## src/cs_cca_pkg.sv

```systemverilog
/*
 * Shared constants and state types for the carrier sense / clear channel
 * assessment / listen-before-talk block.
 * Assumes a single 20 MHz clock and an AXI4-Lite register port.
 */
package cs_cca_pkg;

	// clock and timing, times in their own units
	localparam int CLK_HZ          = 20000000;
	localparam int LISTEN_FIXED_US = 5000;
	localparam int LISTEN_STEP_US  = 500;
	localparam int FIXED_CYCLES    = (LISTEN_FIXED_US * (CLK_HZ / 1000000));
	localparam int STEP_CYCLES     = (LISTEN_STEP_US * (CLK_HZ / 1000000));
	localparam int TIMER_W         = 20;

	// register bus
	localparam int          ADDR_W      = 8;
	localparam logic [7:0]  ADDR_CONFIG = 8'h00;
	localparam logic [7:0]  ADDR_PINSEL = 8'h04;
	localparam logic [7:0]  ADDR_STATUS = 8'h08;
	localparam logic [7:0]  ADDR_LQI    = 8'h0c;
	localparam logic [1:0]  RESP_OKAY   = 2'h0;
	localparam logic [1:0]  RESP_SLVERR = 2'h2;

	// config register layout
	localparam logic [31:0] CFG_RESET   = 32'h0000_0000;
	localparam logic [31:0] CFG_MASK    = 32'h0000_7fff;
	localparam int          CFG_THR_LSB = 0;
	localparam int          CFG_MODE_LSB = 8;
	localparam int          CFG_GATE_BIT = 11;
	localparam int          CFG_AVG_LSB = 12;
	localparam int          CFG_APPEND_BIT = 14;

	// pin select register: one 6-bit code per pin, one byte per pin
	localparam logic [31:0] PINSEL_RESET = 32'h0000_0000;
	localparam logic [31:0] PINSEL_MASK  = 32'h3f3f_3f3f;
	localparam int          PINSEL_STRIDE = 8;
	localparam logic [5:0]  SEL_CS       = 6'h11;
	localparam logic [5:0]  SEL_CS_VALID = 6'h10;
	localparam logic [5:0]  SEL_CCA      = 6'h0f;

	// clear check modes
	localparam logic [2:0] MODE_ALWAYS  = 3'h0;
	localparam logic [2:0] MODE_RSSI    = 3'h1;
	localparam logic [2:0] MODE_NOPKT   = 3'h2;
	localparam logic [2:0] MODE_BOTH    = 3'h3;
	localparam logic [2:0] MODE_LBT     = 3'h4;

	localparam logic [7:0] LFSR_SEED = 8'h01;

	typedef enum logic [1:0] {
		LBT_IDLE    = 2'b00,
		LBT_BUSY    = 2'b01,
		LBT_LISTEN  = 2'b10,
		LBT_BACKOFF = 2'b11
	} lbt_state_t;

	typedef struct packed {
		logic [31:0]        cfg;
		logic [31:0]        sel;
		logic               cs;
		logic               cs_valid;
		logic [3:0]         upd_cnt;
		logic               clear;
		logic               decided;
		logic               refused;
		logic               enter_tx;
		logic               enter_fstx;
		lbt_state_t         lbt;
		logic [TIMER_W-1:0] timer;
		logic [3:0]         steps;
		logic               backoff_req;
		logic               tgt_synth;
		logic [7:0]         lfsr;
		logic [3:0]         pins;
		logic [7:0]         lqi;
		logic               aw_have;
		logic [ADDR_W-1:0]  aw_addr;
		logic               w_have;
		logic [31:0]        wdata;
		logic [3:0]         wstrb;
		logic               bvalid;
		logic [1:0]         bresp;
		logic               rvalid;
		logic [31:0]        rdata;
		logic [1:0]         rresp;
	} state_t;

endpackage : cs_cca_pkg

```

## src/carrier_sense_cca_lbt.sv

```systemverilog
/*
 * Carrier sense, clear channel assessment and listen-before-talk engine
 * with an AXI4-Lite register slave.
 * Assumes rssi, packet and strobe inputs come from logic on ref_clk.
 */
// The register addresses and register access over AXI4-Lite are this design's own decisions.
// Notes on behaviour
// - carrier sense follows rssi against threshold
// - sync search gated by carrier sense if set
// - carrier sense changes only on rssi refresh, and clears outside receive
// - pin codes 17/16 give sense and valid
// - sense and valid readable in status register
// - valid within averaging window plus one update
// - gain updates only delay first rssi refresh
// - pins 1/3 code 15 show clear flag
// - pin 2 pulses once per clear decision
// - pin 0 shows refused after decision
// - transmit strobe in receive needs clear channel
// - refused strobe never retried outside listen mode
// - listen mode retries until transmit entered
// - five clear criteria selected by mode field
// - fixed listen of 5 ms, channel free
// - random extension 0 to 7.5 ms, 0.5 ms steps
// - free start and fixed part: no extension
// - busy restarts listen with random extension
// - listen sequence runs until transmit succeeds
// - link quality appended and readable
`timescale 1ns/1ps
`default_nettype none

module carrier_sense_cca_lbt #(
	parameter int FIXED_CYCLES = cs_cca_pkg::FIXED_CYCLES,
	parameter int STEP_CYCLES  = cs_cca_pkg::STEP_CYCLES
) (
	input  wire logic                          ref_clk,
	input  wire logic                          rst_b,
	// AXI4-Lite slave
	input  wire logic [cs_cca_pkg::ADDR_W-1:0] s_axi_awaddr,
	input  wire logic                          s_axi_awvalid,
	output logic                               s_axi_awready,
	input  wire logic [31:0]                   s_axi_wdata,
	input  wire logic [3:0]                    s_axi_wstrb,
	input  wire logic                          s_axi_wvalid,
	output logic                               s_axi_wready,
	output logic [1:0]                         s_axi_bresp,
	output logic                               s_axi_bvalid,
	input  wire logic                          s_axi_bready,
	input  wire logic [cs_cca_pkg::ADDR_W-1:0] s_axi_araddr,
	input  wire logic                          s_axi_arvalid,
	output logic                               s_axi_arready,
	output logic [31:0]                        s_axi_rdata,
	output logic [1:0]                         s_axi_rresp,
	output logic                               s_axi_rvalid,
	input  wire logic                          s_axi_rready,
	// radio side
	input  wire logic                          radio_in_rx,
	input  wire logic signed [7:0]             rssi_value,
	input  wire logic                          rssi_refresh_pulse,
	input  wire logic                          packet_receiving,
	input  wire logic                          transmit_strobe,
	input  wire logic                          synth_tx_on_strobe,
	input  wire logic [6:0]                    link_quality_value,
	input  wire logic                          link_crc_ok,
	input  wire logic                          link_quality_load,
	output logic                               carrier_sense,
	output logic                               carrier_sense_valid,
	output logic                               sync_search_enable,
	output logic                               channel_clear_flag,
	output logic                               clear_check_decided,
	output logic                               clear_check_refused,
	output logic                               enter_tx_pulse,
	output logic                               enter_synth_tx_on_pulse,
	output logic [3:0]                         pin_out,
	output logic                               append_status_enable,
	output logic [7:0]                         appended_status_byte
);

	localparam int TIMER_W = cs_cca_pkg::TIMER_W; // unscoped alias for widths and casts

	cs_cca_pkg::state_t s_q;
	cs_cca_pkg::state_t s_d;

	logic signed [7:0] thr;
	logic [2:0]        mode;
	logic              gate;
	logic [1:0]        avg;
	logic [3:0]        need;
	logic              strobe;
	logic              busy;
	logic              basic_clear;

	////////////////////////////////////////////////////////////////////////
	// config field extraction
	assign thr    = s_q.cfg[cs_cca_pkg::CFG_THR_LSB +: 8];
	assign mode   = s_q.cfg[cs_cca_pkg::CFG_MODE_LSB +: 3];
	assign gate   = s_q.cfg[cs_cca_pkg::CFG_GATE_BIT];
	assign avg    = s_q.cfg[cs_cca_pkg::CFG_AVG_LSB +: 2];
	// average window is 2^n new samples plus one
	assign need   = 4'((4'h1 << avg) + 4'h1);
	assign strobe = transmit_strobe | synth_tx_on_strobe;
	assign busy   = s_q.cs;

	// criteria other than listen timing, evaluated on the current sense
	always_comb begin
		unique case (mode)
			cs_cca_pkg::MODE_RSSI:  basic_clear = !s_q.cs;
			cs_cca_pkg::MODE_NOPKT: basic_clear = !packet_receiving;
			cs_cca_pkg::MODE_BOTH:  basic_clear = !s_q.cs && !packet_receiving;
			cs_cca_pkg::MODE_LBT:   basic_clear = !s_q.cs;
			default:                basic_clear = 1'b1; // reserved codes act as always
		endcase
	end

	////////////////////////////////////////////////////////////////////////
	// next-state logic
	always_comb begin
		logic [5:0]  sel;
		logic [31:0] merged;
		logic        finish;
		sel    = '0;
		merged = '0;
		finish = 1'b0;
		s_d    = s_q;

		// one-cycle pulses fall back every cycle
		s_d.decided    = 1'b0;
		s_d.enter_tx   = 1'b0;
		s_d.enter_fstx = 1'b0;
		// free-running source for the random extension
		s_d.lfsr = {s_q.lfsr[6:0], s_q.lfsr[7] ^ s_q.lfsr[5] ^ s_q.lfsr[4] ^ s_q.lfsr[3]};

		// sense moves only on an rssi refresh; outside receive it is cleared
		if (!radio_in_rx) begin
			s_d.cs       = 1'b0;
			s_d.cs_valid = 1'b0;
			s_d.upd_cnt  = '0;
		end else if (rssi_refresh_pulse) begin
			// equal to threshold keeps the previous sense
			if (rssi_value > thr)
				s_d.cs = 1'b1;
			else if (rssi_value < thr)
				s_d.cs = 1'b0;
			// counts refreshes only, so gain settles merely delay it
			if (s_q.upd_cnt != need)
				s_d.upd_cnt = s_q.upd_cnt + 4'h1;
			if (s_q.upd_cnt + 4'h1 >= need)
				s_d.cs_valid = 1'b1;
		end

		// immediate decision outside listen mode
		if (strobe && radio_in_rx && mode != cs_cca_pkg::MODE_LBT) begin
			s_d.decided = 1'b1;
			s_d.refused = !basic_clear;
			// refused strobe is dropped, no later retry
			s_d.enter_tx   = basic_clear && transmit_strobe;
			s_d.enter_fstx = basic_clear && !transmit_strobe;
		end

		// listen-before-talk sequencer
		if (!radio_in_rx || mode != cs_cca_pkg::MODE_LBT) begin
			s_d.lbt = cs_cca_pkg::LBT_IDLE;
		end else begin
			unique case (s_q.lbt)
				cs_cca_pkg::LBT_IDLE: begin
					if (strobe) begin
						s_d.tgt_synth   = !transmit_strobe;
						s_d.timer       = '0;
						s_d.backoff_req = busy;
						s_d.lbt         = busy ? cs_cca_pkg::LBT_BUSY : cs_cca_pkg::LBT_LISTEN;
					end
				end
				cs_cca_pkg::LBT_BUSY: begin
					// listen restarts from the instant the channel frees
					if (!busy) begin
						s_d.timer       = '0;
						s_d.backoff_req = 1'b1;
						s_d.lbt         = cs_cca_pkg::LBT_LISTEN;
					end
				end
				cs_cca_pkg::LBT_LISTEN: begin
					if (busy) begin
						s_d.lbt = cs_cca_pkg::LBT_BUSY;
					end else if (s_q.timer == TIMER_W'(FIXED_CYCLES - 1)) begin
						s_d.timer = '0;
						if (s_q.backoff_req && s_q.lfsr[3:0] != 4'h0) begin
							s_d.steps = s_q.lfsr[3:0];
							s_d.lbt   = cs_cca_pkg::LBT_BACKOFF;
						end else begin
							finish = 1'b1;
						end
					end else begin
						s_d.timer = s_q.timer + 1'b1;
					end
				end
				cs_cca_pkg::LBT_BACKOFF: begin
					if (busy) begin
						s_d.lbt = cs_cca_pkg::LBT_BUSY;
					end else if (s_q.timer == TIMER_W'(STEP_CYCLES - 1)) begin
						s_d.timer = '0;
						s_d.steps = s_q.steps - 4'h1;
						finish    = (s_q.steps == 4'h1);
					end else begin
						s_d.timer = s_q.timer + 1'b1;
					end
				end
			endcase
			// keeps going until the transmit is actually entered
			if (finish) begin
				s_d.lbt        = cs_cca_pkg::LBT_IDLE;
				s_d.decided    = 1'b1;
				s_d.refused    = 1'b0;
				s_d.enter_tx   = !s_q.tgt_synth;
				s_d.enter_fstx = s_q.tgt_synth;
			end
		end

		// clear flag; in listen mode the timing must also have been met
		if (mode == cs_cca_pkg::MODE_LBT)
			s_d.clear = basic_clear && finish;
		else
			s_d.clear = basic_clear;

		// pin multiplexer, registered so pins never glitch
		for (int p = 0; p < 4; p++) begin
			sel = s_q.sel[p*cs_cca_pkg::PINSEL_STRIDE +: 6];
			if (sel == cs_cca_pkg::SEL_CS)
				s_d.pins[p] = s_q.cs;
			else if (sel == cs_cca_pkg::SEL_CS_VALID)
				s_d.pins[p] = s_q.cs_valid;
			else if (sel == cs_cca_pkg::SEL_CCA && (p == 1 || p == 3))
				s_d.pins[p] = s_q.clear;
			else if (sel == cs_cca_pkg::SEL_CCA && p == 2)
				s_d.pins[p] = s_q.decided;
			else if (sel == cs_cca_pkg::SEL_CCA && p == 0)
				s_d.pins[p] = s_q.refused;
			else
				s_d.pins[p] = 1'b0;
		end

		// link quality capture with crc flag in the top bit
		if (link_quality_load)
			s_d.lqi = {link_crc_ok, link_quality_value};

		// write channels, taken in either order
		if (s_axi_awvalid && s_axi_awready) begin
			s_d.aw_have = 1'b1;
			s_d.aw_addr = s_axi_awaddr;
		end
		if (s_axi_wvalid && s_axi_wready) begin
			s_d.w_have = 1'b1;
			s_d.wdata  = s_axi_wdata;
			s_d.wstrb  = s_axi_wstrb;
		end
		if (s_q.aw_have && s_q.w_have) begin
			s_d.aw_have = 1'b0;
			s_d.w_have  = 1'b0;
			s_d.bvalid  = 1'b1;
			s_d.bresp   = cs_cca_pkg::RESP_OKAY;
			for (int b = 0; b < 4; b++)
				merged[8*b +: 8] = s_q.wstrb[b] ? s_q.wdata[8*b +: 8] : 8'h00;
			unique case (s_q.aw_addr)
				cs_cca_pkg::ADDR_CONFIG:
					for (int b = 0; b < 4; b++)
						if (s_q.wstrb[b])
							s_d.cfg[8*b +: 8] = merged[8*b +: 8] & cs_cca_pkg::CFG_MASK[8*b +: 8];
				cs_cca_pkg::ADDR_PINSEL:
					for (int b = 0; b < 4; b++)
						if (s_q.wstrb[b])
							s_d.sel[8*b +: 8] = merged[8*b +: 8] & cs_cca_pkg::PINSEL_MASK[8*b +: 8];
				// status and link quality are read-only
				cs_cca_pkg::ADDR_STATUS, cs_cca_pkg::ADDR_LQI: ;
				default: s_d.bresp = cs_cca_pkg::RESP_SLVERR;
			endcase
		end
		if (s_q.bvalid && s_axi_bready)
			s_d.bvalid = 1'b0;

		// read channel, answer the cycle after the address is taken
		if (s_axi_arvalid && s_axi_arready) begin
			s_d.rvalid = 1'b1;
			s_d.rresp  = cs_cca_pkg::RESP_OKAY;
			unique case (s_axi_araddr)
				cs_cca_pkg::ADDR_CONFIG: s_d.rdata = s_q.cfg;
				cs_cca_pkg::ADDR_PINSEL: s_d.rdata = s_q.sel;
				cs_cca_pkg::ADDR_STATUS:
					s_d.rdata = {24'h00_0000, s_q.lbt, 2'h0, s_q.refused, s_q.clear,
						s_q.cs, s_q.cs_valid};
				cs_cca_pkg::ADDR_LQI:    s_d.rdata = {24'h00_0000, s_q.lqi};
				default: begin
					s_d.rdata = 32'h0000_0000;
					s_d.rresp = cs_cca_pkg::RESP_SLVERR;
				end
			endcase
		end else if (s_q.rvalid && s_axi_rready) begin
			s_d.rvalid = 1'b0;
		end
	end

	////////////////////////////////////////////////////////////////////////
	// state register
	always_ff @(posedge ref_clk or negedge rst_b) begin
		if (!rst_b) begin
			s_q      <= '0;
			s_q.cfg  <= cs_cca_pkg::CFG_RESET;
			s_q.sel  <= cs_cca_pkg::PINSEL_RESET;
			s_q.lfsr <= cs_cca_pkg::LFSR_SEED;
		end else begin
			s_q <= s_d;
		end
	end

	////////////////////////////////////////////////////////////////////////
	// outputs
	// one write and one read in flight; hold channels while answering
	assign s_axi_awready = !s_q.aw_have && !s_q.bvalid;
	assign s_axi_wready  = !s_q.w_have && !s_q.bvalid;
	assign s_axi_bvalid  = s_q.bvalid;
	assign s_axi_bresp   = s_q.bresp;
	assign s_axi_arready = !s_q.rvalid;
	assign s_axi_rvalid  = s_q.rvalid;
	assign s_axi_rdata   = s_q.rdata;
	assign s_axi_rresp   = s_q.rresp;

	assign carrier_sense           = s_q.cs;
	assign carrier_sense_valid     = s_q.cs_valid;
	assign sync_search_enable      = !gate || s_q.cs;
	assign channel_clear_flag      = s_q.clear;
	assign clear_check_decided     = s_q.decided;
	assign clear_check_refused     = s_q.refused;
	assign enter_tx_pulse          = s_q.enter_tx;
	assign enter_synth_tx_on_pulse = s_q.enter_fstx;
	assign pin_out                 = s_q.pins;
	assign append_status_enable    = s_q.cfg[cs_cca_pkg::CFG_APPEND_BIT];
	assign appended_status_byte    = s_q.lqi;

	////////////////////////////////////////////////////////////////////////
	// checks: free-running count of consecutive idle-channel cycles
	logic [TIMER_W-1:0] free_run_q;

	always_ff @(posedge ref_clk or negedge rst_b) begin
		if (!rst_b)
			free_run_q <= '0;
		else if (s_q.cs)
			free_run_q <= '0;
		else if (free_run_q != '1)
			free_run_q <= free_run_q + 1'b1;
	end
endmodule : carrier_sense_cca_lbt

`default_nettype wire

```

## config.mk

```make
export PLATFORM = sky130hd
export DESIGN_NAME = carrier_sense_cca_lbt
export DESIGN_NICKNAME = d
export VERILOG_FILES = /design/src/cs_cca_pkg.sv /design/src/carrier_sense_cca_lbt.sv
export SDC_FILE = /design/constraint.sdc
export NUM_CORES = 1
export LEC_CHECK = 0
export ABC_AREA = 0
export BUFFER_PORTS_ARGS = -buffer_cell sky130_fd_sc_hd__buf_2
export CAP_MARGIN = 5
export CORE_UTILIZATION = 30
export DETAILED_ROUTE_END_ITERATION = 6
export GPL_ROUTABILITY_DRIVEN = 0
export GPL_TIMING_DRIVEN = 0
export PLACE_DENSITY = 0.58
export SLEW_MARGIN = 20
export SYNTH_ARGS = -nofsm -noshare
export SYNTH_HDL_FRONTEND = slang
export SYNTH_SLANG_ARGS = --single-unit
```

## constraint.sdc

```tcl
create_clock -name ref_clk -period 4.95 [get_ports ref_clk]
set_input_delay 0 -clock ref_clk [delete_from_list [all_inputs] [get_ports ref_clk]]
set_output_delay 0 -clock ref_clk [all_outputs]
set_load 0.01 [all_outputs]
```

## Word level (Yosys, flattened, before mapping)

Cells that the tools add are included.

- Bits in registers: 182
- Input port bits: 81
- Output and inout bits: 62
- Word-level logic and storage cells: 208

- Add/subtract/negate cells: 4
- Order comparisons: 3
- Equal/unequal tests: 46
- Shift-type cells: 1
- Muxes and demuxes: 62
- Bitwise gates (word level): 5
- Reductions and logical operators: 55

Operators with widths:

| cell | number |
|---|---|
| 30-bit case mux with 4 select lines | 1 |
| 22-bit case mux with 4 select lines | 1 |
| 6-bit by 5-bit == test with 1-bit output (second input constant) | 8 |
| 24-bit two-way mux | 2 |
| 22-bit two-way mux | 2 |
| 20-bit two-way mux | 2 |
| 37-bit two-way mux | 1 |
| 8-bit by 4-bit == test with 1-bit output (second input constant) | 4 |
| 1-bit two-way mux | 29 |
| 6-bit by 4-bit == test with 1-bit output (second input constant) | 4 |
| 4-bit two-way mux | 6 |
| 3-bit AND reduction | 7 |
| 20-bit by 1-bit adder with 20-bit output (second input constant) | 1 |
| 20-bit by 14-bit == test with 1-bit output (second input constant) | 1 |
| 20-bit by 17-bit == test with 1-bit output (second input constant) | 1 |
| 2-bit two-way mux | 9 |
| 6-bit two-way mux | 3 |
| 8-bit by 3-bit == test with 1-bit output (second input constant) | 2 |
| 8-bit logical NOT | 2 |
| 1-bit logical AND | 15 |
| 2-bit inequality test (second input constant) | 7 |
| 4-bit inequality test (second input constant) | 3 |
| 2-bit nonzero test | 6 |
| 1-bit logical NOT | 11 |
| other kinds (34) | 48 |

## Longest topological paths before layout

Gate-level depths: netlist of the first run.

- Depth after elaboration: 10
- Gate-level depth with buffers: 7
- Depth with buffers taken out: 7

## Least setup slack after synthesis of the first run

Ideal clock, no wire load.

- Path kind: register to register
- Start point: reg s_q (netlist bit avg[1])
- End point: reg s_q[137] (netlist name)
- Setup time: 0.119 ns
- Arrival time: 1.603 ns
- Data required time: 4.831 ns
- Slack: 3.228 ns
- Cell stages (with the launch flop): 8
- Buffers on the path: 0
- Clock period less this slack: 1.722 ns
- Cell sequence: dfrtp_1 or2_2 ha_1 nor2_1 o21ai_0 nand3_1 xnor2_1 and2_1

- Cells in the longest elaborated chain, start to end: 5

RTL lines:

| what | RTL line | RTL |
|---|---|---|
| start, declared | carrier_sense_cca_lbt.sv:80 | `cs_cca_pkg::state_t s_q;` |
| 1-bit by 2-bit << shifter with 4-bit output | carrier_sense_cca_lbt.sv:99 | `assign need = 4'((4'h1 << avg) + 4'h1);` |
| 4-bit by 1-bit adder with 4-bit output | carrier_sense_cca_lbt.sv:99 |  |
| 4-bit inequality test | carrier_sense_cca_lbt.sv:144 | `if (s_q.upd_cnt != need)` |
| 2-bit by 1-bit inequality test with 1-bit output (no source line) | -- |  |
| 2-bit AND reduction (no source line) | -- |  |

No other way between the ends.
A chain may end at the register's enable or synchronous reset.

## Final worst setup path of the first run

- Start point: reg s_q[176] (netlist name)
- End point: reg s_q (netlist bit carrier_sense)

- Cells in the longest elaborated chain, start to end: 4
- Elaborated cells on any way between the ends: 7
- Those cells by class: 2 x order compare; 1 x eq/ne; 3 x mux; 1 x reduce/logical

RTL lines:

| what | RTL line | RTL |
|---|---|---|
| 8-bit > comparator | carrier_sense_cca_lbt.sv:139 | `if (rssi_value > thr)` |
| 1-bit two-way mux | carrier_sense_cca_lbt.sv:139 |  |
| 6-bit two-way mux | carrier_sense_cca_lbt.sv:137 | `end else if (rssi_refresh_pulse) begin` |
| 6-bit two-way mux | carrier_sense_cca_lbt.sv:133 | `if (!radio_in_rx) begin` |

Several ways; a longest one is shown, not always the timed one. The select of a mux whose other input is x is not followed.

==> impl_results.md, run 1 <==
* Die height at 167.2 um
* CP Data Required Time at 5.26 ns
* Die W at 167.2 um
* Routed vias/inst at 4.700
* CP Max Fanout at 3
* Netlist cell types at 69
* CTS tree: done
* Post-Place Setup Slack at 2.853 ns
* Vias in the first global route at 5589
* Slew @ Worst Pin at 0.6921 ns
* I/O Buffers at 128
* Ys async rst share at 100.0%
* YS warnings at 0
* Crit path kind: flop to flop
* Worst hold slack at 0.02798 ns
* Setup ws final at 2.592 ns
* CP Capture Type: flop
* Setup TNS at 0 ns
* DP Cell Count at 1170
* DR vias at 5917
* Count of max-cap constraint violations at 0
* Slew Viols, Final at 0
* Iteration-0 DRC Markers at 330
* Avg Cell Area, Syn at 11.80 um^2
* Max_slew headroom at 53.86%
* Routed len/inst at 16.09 um
* Final Non-Filler Cells at 1259
* Tmin final at 2.358 ns
* Unrepaired setup endpoints after global routing: false
* Fillers at 2622
* Area share of the largest cell type after synthesis at 51.66%
* Final HPWL DP at 14570 um
* CTS Buf Count at 17
* Drc violations at 0
* Final net count at 1005
* Initial antenna violation count at 0
* Hold Path Class: primary input to flop
* EDFF count, synth at 0
* Most frequent cell after synthesis: dfrtp_1
* Fin crit share at 47.63%
* Worst-path clk slew at 0.07 ns
* Multi-input gate area in the final layout at 3401 um^2
* Top achievable clock speed at 0.4242 GHz
* CTS resizes at 0
* First-pass GRT wire length at 31890 um
* Worst VDD drop at 218.1 uV
* Drt first pass iters at 7
* Worst EP arrival at 2.67 ns
* Pwr/cell area at 359.6 nW/um^2
* Top FF cell, synth: dfrtp_1
* Status: finished, final reports clean
* Synth area leader: dfrtp_1
* Worst skew pair latency at 0.43 ns
* Number of synthesized register bits at 170
* Starting density of the core at 30.46%
* Post-layout utilization of the core at 38.96%
* Sequential share of the synthesized area at 51.98%
* Top cells by count, synth: dfrtp_1 (169), mux2_2 (89), buf_4 (51)
* Clock Skews at 0.01315 ns
* Gr usage total at 14.88%
* CTS H-tree depth at 4
* Share of layout cells above drive strength 1 at 36.06%
* DRT antenna net count at 0
* Root buf cell: clkbuf_16
* Core area at 26880 um^2
* Synth top area cells: dfrtp_1 (52%), mux2_2 (12%), buf_4 (4.7%)
* CTS max path bufs at 2
* CTS sink count at 170
* Reg area at 4255 um^2
* Syn Std Cell Area at 8187 um^2
* Leak at 4.981 nW
* Worst setup SP type: flop
* Global route overflow at 0
* Final Hold Viols at 0
* I/O pin cnt at 143
* Area grow syn2layout at 27.89%
* Pin count of the biggest net entering global routing at 89
* Postcts setup bufs at 0
* ANT cells at 0
* Placement Rows at 60
* Finish-stage setup viols at 0
* Cells after synthesis at 694
* WL final at 20260 um
* Area of the die at 27950 um^2
critical path: stages, from the launching register on:
cell and delay [ns]:
dfrtp_1 0.38, inv_1 0.06, ha_1 0.28, nor2b_1 0.13, o21a_1 0.16, o21ai_0 0.20, a21oi_1 0.11, o41a_1 0.37
dlygate4sd3_1 0.55
sequential cells by signal, summed over array words and instances (netlist names), 2 cells and up:
| signal | flops |
|---|---|
| appended_status_byte | 8 |
| avg | 2 |
| mode | 3 |
| pin_out | 4 |
| s_axi_rdata | 27 |
| s_d | 7 |
| s_q | 106 |
what timing repair did:
item,CTS,global route
endpoints found under the setup margin,0,0
endpoints found under the hold margin,139,0
hold buffers,60,0
per-stage QoR:
step	instance area, um^2	power, mW
finish	10470	3.765
global route	10470	3.967
CTS	10470	3.820
detailed placement	9314	2.466
global placement	9276	2.445
floorplan	8209	2.212
report_power, final:
group          internal, mW  switching (mW)
registers              1.62           0.181
clock network         0.703           0.601
logic                 0.373           0.287
total                  2.70            1.07
kinds of logic (layout without fill, tap and decap cells):
kind of cell | after synthesis | in the layout | synth area share, %
fa+ha+maj | 16 | 16 | 2.445
xor+xnor | 25 | 25 | 2.675
compound gates | 92 | 92 | 7.657
simple gates | 192 | 192 | 13.50
buf+inv | 92 | 310 | 6.755
mux | 106 | 106 | 14.95
other cells | 1 | 7 | 0.04581
flops | 170 | 170 | 51.98
worst paths after layout:
path,slack (ns),from,end,cells after the start
min in group asynchronous,0.18,rst_b,s_q[112],2
max in group asynchronous,3.89,rst_b,s_q[70],3
setup / recovery,2.59,s_q[176],carrier_sense,8
setup reg to reg,2.59,s_q[176],carrier_sense,8
hold reg to reg,0.36,s_d[103],s_q[103],0
hold / removal,0.03,s_axi_araddr[3],s_axi_rdata[0],3
area by class of cell:
cell class	instances	area share [%]
Clock buffer	17	4.063
Inverter	18	0.6453
Multi-Input combinational cell	438	32.48
Tap cell	341	4.075
Timing Repair Buffer	189	12.21
Sequential cell	170	40.64
Buffer	74	4.637
Clock inverter	12	1.243
layer usage:
metal  vias up  GRT usage, %  share of wire (%)
met5         -             0                  0
met1      2910         21.31                 49
met2       130         22.39                 46
li1       2856             -                  -
met4         0         5.624                1.8
met3        21         2.553                3.2
layout by cell type (no fill, tap or decap), drive strengths merged, types with 17 or more instances in the layout:
master and n:
clkbuf 30, a21oi 17, nor2 51, nand2 42, inv 26, buf 190, dfrtp 169, dlygate4sd3 60
mux2 90, o21ai 27
No activity file was read; power rests on OpenSTA's default activity.
==> run 2, diff against run 1 <==
==> constraint.sdc (replaced) <==
create_clock -name ref_clk -period 2.4 [get_ports ref_clk]
set_input_delay 0 -clock ref_clk [delete_from_list [all_inputs] [get_ports ref_clk]]
set_output_delay 0 -clock ref_clk [all_outputs]
set_load 0.01 [all_outputs]
==> run 2 against run 1 <==
Against the previous run: critical path depth is the same; core utilization about the same; worst hold slack improved by 0.0026 ns; clock skew is 0.0031 ns higher; final cell count about the same; register-to-register slack worse by 2.5 ns; count of clock-buffer cells in the layout stayed put; via count fell by 0.17%; routed wire length shrank 0.24%; design area is essentially flat; critical path type unchanged; critical endpoint unchanged; largest power group unchanged; highest routed layer unchanged.
==> impl_results.md, run 2 (synthesis gave the netlist of run 1 again) <==
* Fillers at 2623
* I/O pin cnt at 143
* Share of layout cells above drive strength 1 at 36.17%
* Die height at 167.2 um
* Clock Skews at 0.01625 ns
* Hold Path Class: primary input to flop
* Drt first pass iters at 6
* Iteration-0 DRC Markers at 320
* Leak at 4.982 nW
* Final Non-Filler Cells at 1260
* Tmin final at 2.287 ns
* Pin count of the biggest net entering global routing at 89
* First-pass GRT wire length at 31890 um
* Final Hold Viols at 0
* Most frequent cells in the layout: dfrtp_1 (169), buf_2 (137), mux2_2 (89)
* Starting density of the core at 30.46%
* I/O Buffers at 128
* Reg-to-reg setup timing slack at 0.11 ns
* CP Max Fanout at 3
* Status: finished, final reports clean
* CTS max path bufs at 2
* Global route overflow at 0
* CTS tree: done
* Worst-path clk slew at 0.07 ns
* WL final at 20210 um
* Area of the die at 27950 um^2
* Placed cell area at 9314 um^2
* Post-Place Setup Slack at 0.3035 ns
* Worst setup SP type: flop
* Pwr/cell area at 740.6 nW/um^2
* Final net count at 1005
* Worst hold slack at 0.03054 ns
* Routed vias/inst at 4.688
* Setup TNS at 0 ns
* Max reg flops at 106
* DR vias at 5907
* Max_slew headroom at 55.24%
* Pwr Total at 7.759 mW
* Post-route design area at 10480 um^2
* Root buf cell: clkbuf_16
* Die W at 167.2 um
* CP Capture Type: flop
* CP Data Required Time at 2.71 ns
* Final HPWL DP at 14570 um
* Unrepaired setup endpoints after global routing: false
* Initial antenna violation count at 0
* CTS sink count at 170
* Top reg by flops: s_q
* Post-layout utilization of the core at 38.98%
* CTS Buf Count at 17
* Fin crit share at 95.29%
* Vias in the first global route at 5589
* DRT antenna net count at 0
* Routed len/inst at 16.04 um
* Worst EP arrival at 2.60 ns
* Most common cell after layout, fill and taps aside: dfrtp_1
* Placement Rows at 60
* Slew Viols, Final at 0
* Gr usage total at 14.88%
* Finish-stage setup viols at 0
* Crit path kind: flop to flop
* Worst VDD drop at 441.7 uV
* Count of max-cap constraint violations at 0
* Top achievable clock speed at 0.4373 GHz
* CTS H-tree depth at 4
* Slew @ Worst Pin at 0.6714 ns
* Area grow syn2layout at 27.97%
* Worst skew pair latency at 0.43 ns
* Core area at 26880 um^2
* DP Cell Count at 1170
* Setup ws final at 0.1131 ns
* Drc violations at 0
run 2: area by class of cell:
class | count | area [um^2] | area share (%)
antenna | 1 | 2.502 | 0.02389
buffer | 74 | 485.5 | 4.634
clock buffer | 17 | 425.4 | 4.061
clock inverter | 12 | 130.1 | 1.242
inverter | 18 | 67.56 | 0.6449
multi-input combinational | 438 | 3405 | 32.50
sequential | 170 | 4255 | 40.62
tap | 341 | 426.7 | 4.073
timing repair buffer | 189 | 1279 | 12.21
run 2: routing by layer:
metal	GRT usage (%)	part of all wire [%]	up-vias
met3	2.553	3.7	21
met2	22.39	46	130
met4	5.624	1.7	0
li1	-	-	2858
met5	0	0	-
met1	21.31	49	2898
run 2: where the power goes:
group	leakage [nW]	total [mW]	switching (mW)	internal, mW
logic	2.48	1.36	0.593	0.771
registers	2.23	3.72	0.374	3.34
clock network	0.271	2.68	1.23	1.45
total	4.98	7.76	2.19	5.56
run 2: critical path, stage by stage, from the launching register on:
cell	delay, ns
dfrtp_1	0.40
inv_1	0.06
ha_1	0.28
nor2b_1	0.13
o21a_1	0.17
o21ai_2	0.12
a21oi_1	0.08
o41a_1	0.37
dlygate4sd3_1	0.55
run 2: path summary, 6_finish.rpt:
kind                            cells after the start             end             from
worst max-delay path                                8   carrier_sense         s_q[176]
worst min-delay path                                3  s_axi_rdata[0]  s_axi_araddr[3]
min in group asynchronous                           2  enter_tx_pulse            rst_b
worst max register to register                      8   carrier_sense         s_q[176]
max in group asynchronous                           3         s_q[70]            rst_b
worst min register to register                      0        s_q[103]         s_d[103]
run 2: what timing repair did:
action	CTS	global route
buffers inserted	0	0
endpoints found under the setup margin	0	1
endpoints found under the hold margin	139	0
gates resized for setup	0	2
hold buffers	60	0
==> run 3, diff against run 2 <==
--- a/config.mk
+++ b/config.mk
@@ -12,7 +12,7 @@
 export DETAILED_ROUTE_END_ITERATION = 6
 export GPL_ROUTABILITY_DRIVEN = 0
 export GPL_TIMING_DRIVEN = 0
-export PLACE_DENSITY = 0.58
+export PLACE_DENSITY = 0.6
 export SLEW_MARGIN = 20
 export SYNTH_ARGS = -nofsm -noshare
 export SYNTH_HDL_FRONTEND = slang
==> constraint.sdc (replaced) <==
create_clock -name ref_clk -period 1.9 [get_ports ref_clk]
set_input_delay 0 -clock ref_clk [delete_from_list [all_inputs] [get_ports ref_clk]]
set_output_delay 0 -clock ref_clk [all_outputs]
set_load 0.01 [all_outputs]
==> run 3 against run 2 <==
Against the previous run: non-clock buffer count increased by 9; die area did not move; setup slack lost 0.031 ns; sequential share of layout area fell by 0.99 points; worst hold slack got worse by 0.013 ns; routed wire length rose by 1.8%; clock skew decreased by 0.0061 ns; first-iteration DRC count grew 2.2%; sequential power is 28% higher; global-route usage up 0.39 points; largest cell class unchanged.
==> impl_results.md, run 3 (synthesis gave the netlist of run 1 again) <==
* WL final at 20570 um
* Fin crit share at 95.65%
* CP Max Fanout at 9
* Worst EP arrival at 2.17 ns
* Routed len/inst at 16.19 um
* First-pass GRT wire length at 32950 um
* Unrepaired setup endpoints after global routing: true
* Die height at 167.2 um
* CTS max path bufs at 2
* Iteration-0 DRC Markers at 327
* Finish-stage setup viols at 0
* Area grow syn2layout at 31.29%
* Area of the die at 27950 um^2
* Drc violations at 0
* Crit path kind: flop to flop
* Most frequent cells in the layout: dfrtp_1 (166), buf_2 (134), mux2_2 (89)
* Max reg flops at 106
* Post-layout utilization of the core at 39.99%
* Initial antenna violation count at 0
* Slew Viols, Final at 0
* Post-Place Setup Slack at -0.2451 ns
* Core area at 26880 um^2
* CTS H-tree depth at 4
* Reg2reg start: mode[1]
* I/O pin cnt at 143
* Top reg by flops: s_q
* Pwr Total at 9.972 mW
* Sequential power share at 47.8%
* Multi-input gate area in the final layout at 3533 um^2
* DR vias at 5950
* DRT antenna net count at 0
* Count of max-cap constraint violations at 0
* Worst setup SP type: flop
* Routed length on met2 at 9826 um
* Total internal power at 7.017 mW
* ANT cells at 0
* FF-to-FF path depth at 7
* Part of the power in combinational logic at 17.9%
* Most common cell after layout, fill and taps aside: dfrtp_1
* Die W at 167.2 um
* Worst skew pair latency at 0.43 ns
* Root buf cell: clkbuf_16
* Global route overflow at 0
* Final Hold Viols at 0
* Worst VDD drop at 658.9 uV
* Final HPWL DP at 14930 um
* Share of layout cells above drive strength 1 at 40.00%
* Final net count at 1014
* Highest routed metal layer: met4
* Fillers at 2618
* Placement Rows at 60
* Net switching power at 2.955 mW
* Worst-path clk slew at 0.07 ns
* Pin count of the biggest net entering global routing at 80
* Reg area at 4259 um^2
* CP Data Required Time at 2.25 ns
* Clock power share at 34.4%
* I/O Buffers at 128
* Tmin final at 1.817 ns
* Pwr/cell area at 927.8 nW/um^2
* Switching share of power at 29.63%
* Leak at 5.128 nW
* Clock Skews at 0.01017 ns
* Setup ws final at 0.08264 ns
* DRT met1 WL at 9410 um
* CP Capture Type: flop
* Status: finished, final reports clean
* Gr usage total at 15.27%
* Top achievable clock speed at 0.5502 GHz
* Drt first pass iters at 4
* Hold Path Class: primary input to async pin
* Starting density of the core at 30.46%
* Met3 WL at 979 um
* Routed vias/inst at 4.681
* Reg2reg end: s_q[106]
* CTS tree: done
* Vias in the first global route at 5950
* Max_slew headroom at 52.95%
* CTS Buf Count at 17
* CTS sink count at 170
* Reg-to-reg setup timing slack at 0.08 ns
* Slew @ Worst Pin at 0.7058 ns
[run 3: cell count changes in the layout (fill, tap and decap cells not counted), moves of 4 or more]
cell,change
buf_4,+10
clkbuf_1,-4
inv_8,+4
nand2_1,-7
nand2_4,+6
[run 3: routing by layer]
| layer | vias to the layer above | global-route usage, % |
|---|---|---|
| li1 | 2867 | - |
| met1 | 2915 | 20.40 |
| met2 | 150 | 24.60 |
| met3 | 18 | 3.214 |
| met4 | 0 | 5.146 |
| met5 | - | 0 |
[run 3: power groups by stage]
stage	Combinational [mW]	Clock (mW)	Sequential (mW)
2_1_floorplan	1.16	0	4.60
3_3_place_gp	1.59	0	4.76
3_5_place_dp	1.66	0	4.78
4_1_cts	1.77	3.55	4.74
5_1_grt	1.97	3.68	4.86
6_report	1.78	3.43	4.76
[run 3: worst max path at each step]
| stage | startpoint | endpoint | slack, ns | cells past startpoint |
|---|---|---|---|---|
| after CTS | s_q[130] | clear_check_decided | -0.0008 | 6 |
| after global routing | s_q[81] | s_q[145] | -0.02 | 6 |
| after detailed placement | s_q[80] | mode[2] | -0.25 | 5 |
| final | mode[1] | s_q[106] | 0.08 | 7 |
| after global placement | rst_b | s_axi_rdata[26] | -2.00 | 1 |
| after floorplan | avg[1] | s_q[137] | 0.18 | 7 |
[run 3: area by class of cell]
type / instances / share of cell area (%)
Buffer: 72 / 4.610
Clock buffer: 18 / 4.086
Clock inverter: 14 / 1.315
Inverter: 18 / 0.6286
Multi-Input combinational cell: 438 / 32.88
Sequential cell: 170 / 39.63
Tap cell: 341 / 3.970
Timing Repair Buffer: 200 / 12.89
[run 3: stage by stage]
stage	setup TNS, ns	cells	instance area, um^2	hold WS [ns]
detailed placement	-10.18	1171	9341	-0.1115
CTS	-0.0007634	1266	10600	0.01094
global route	-0.1929	1271	10750	0.03543
floorplan	0	700	8209	-0.2956
finish	0	1271	10750	0.01715
global placement	-344.27	1169	9276	0.1762
[run 3: worst max-delay path: stages (launching register included)]
cell and delay [ns]:
dfrtp_1 0.46, and4bb_1 0.28, buf_4 0.16, and2_1 0.13, buf_4 0.15, o211ai_4 0.12, or3_1 0.35, o21ai_0 0.07
[run 3: repair_timing]
action / CTS / global route
hold buffers: 60 / 0
endpoints found under the setup margin: 65 / 82
cloned: 0 / 0
pin swaps: 6 / 8
hold endpoints to repair: 231 / 0
gates resized for setup: 17 / 32
setup buffers: 3 / 7
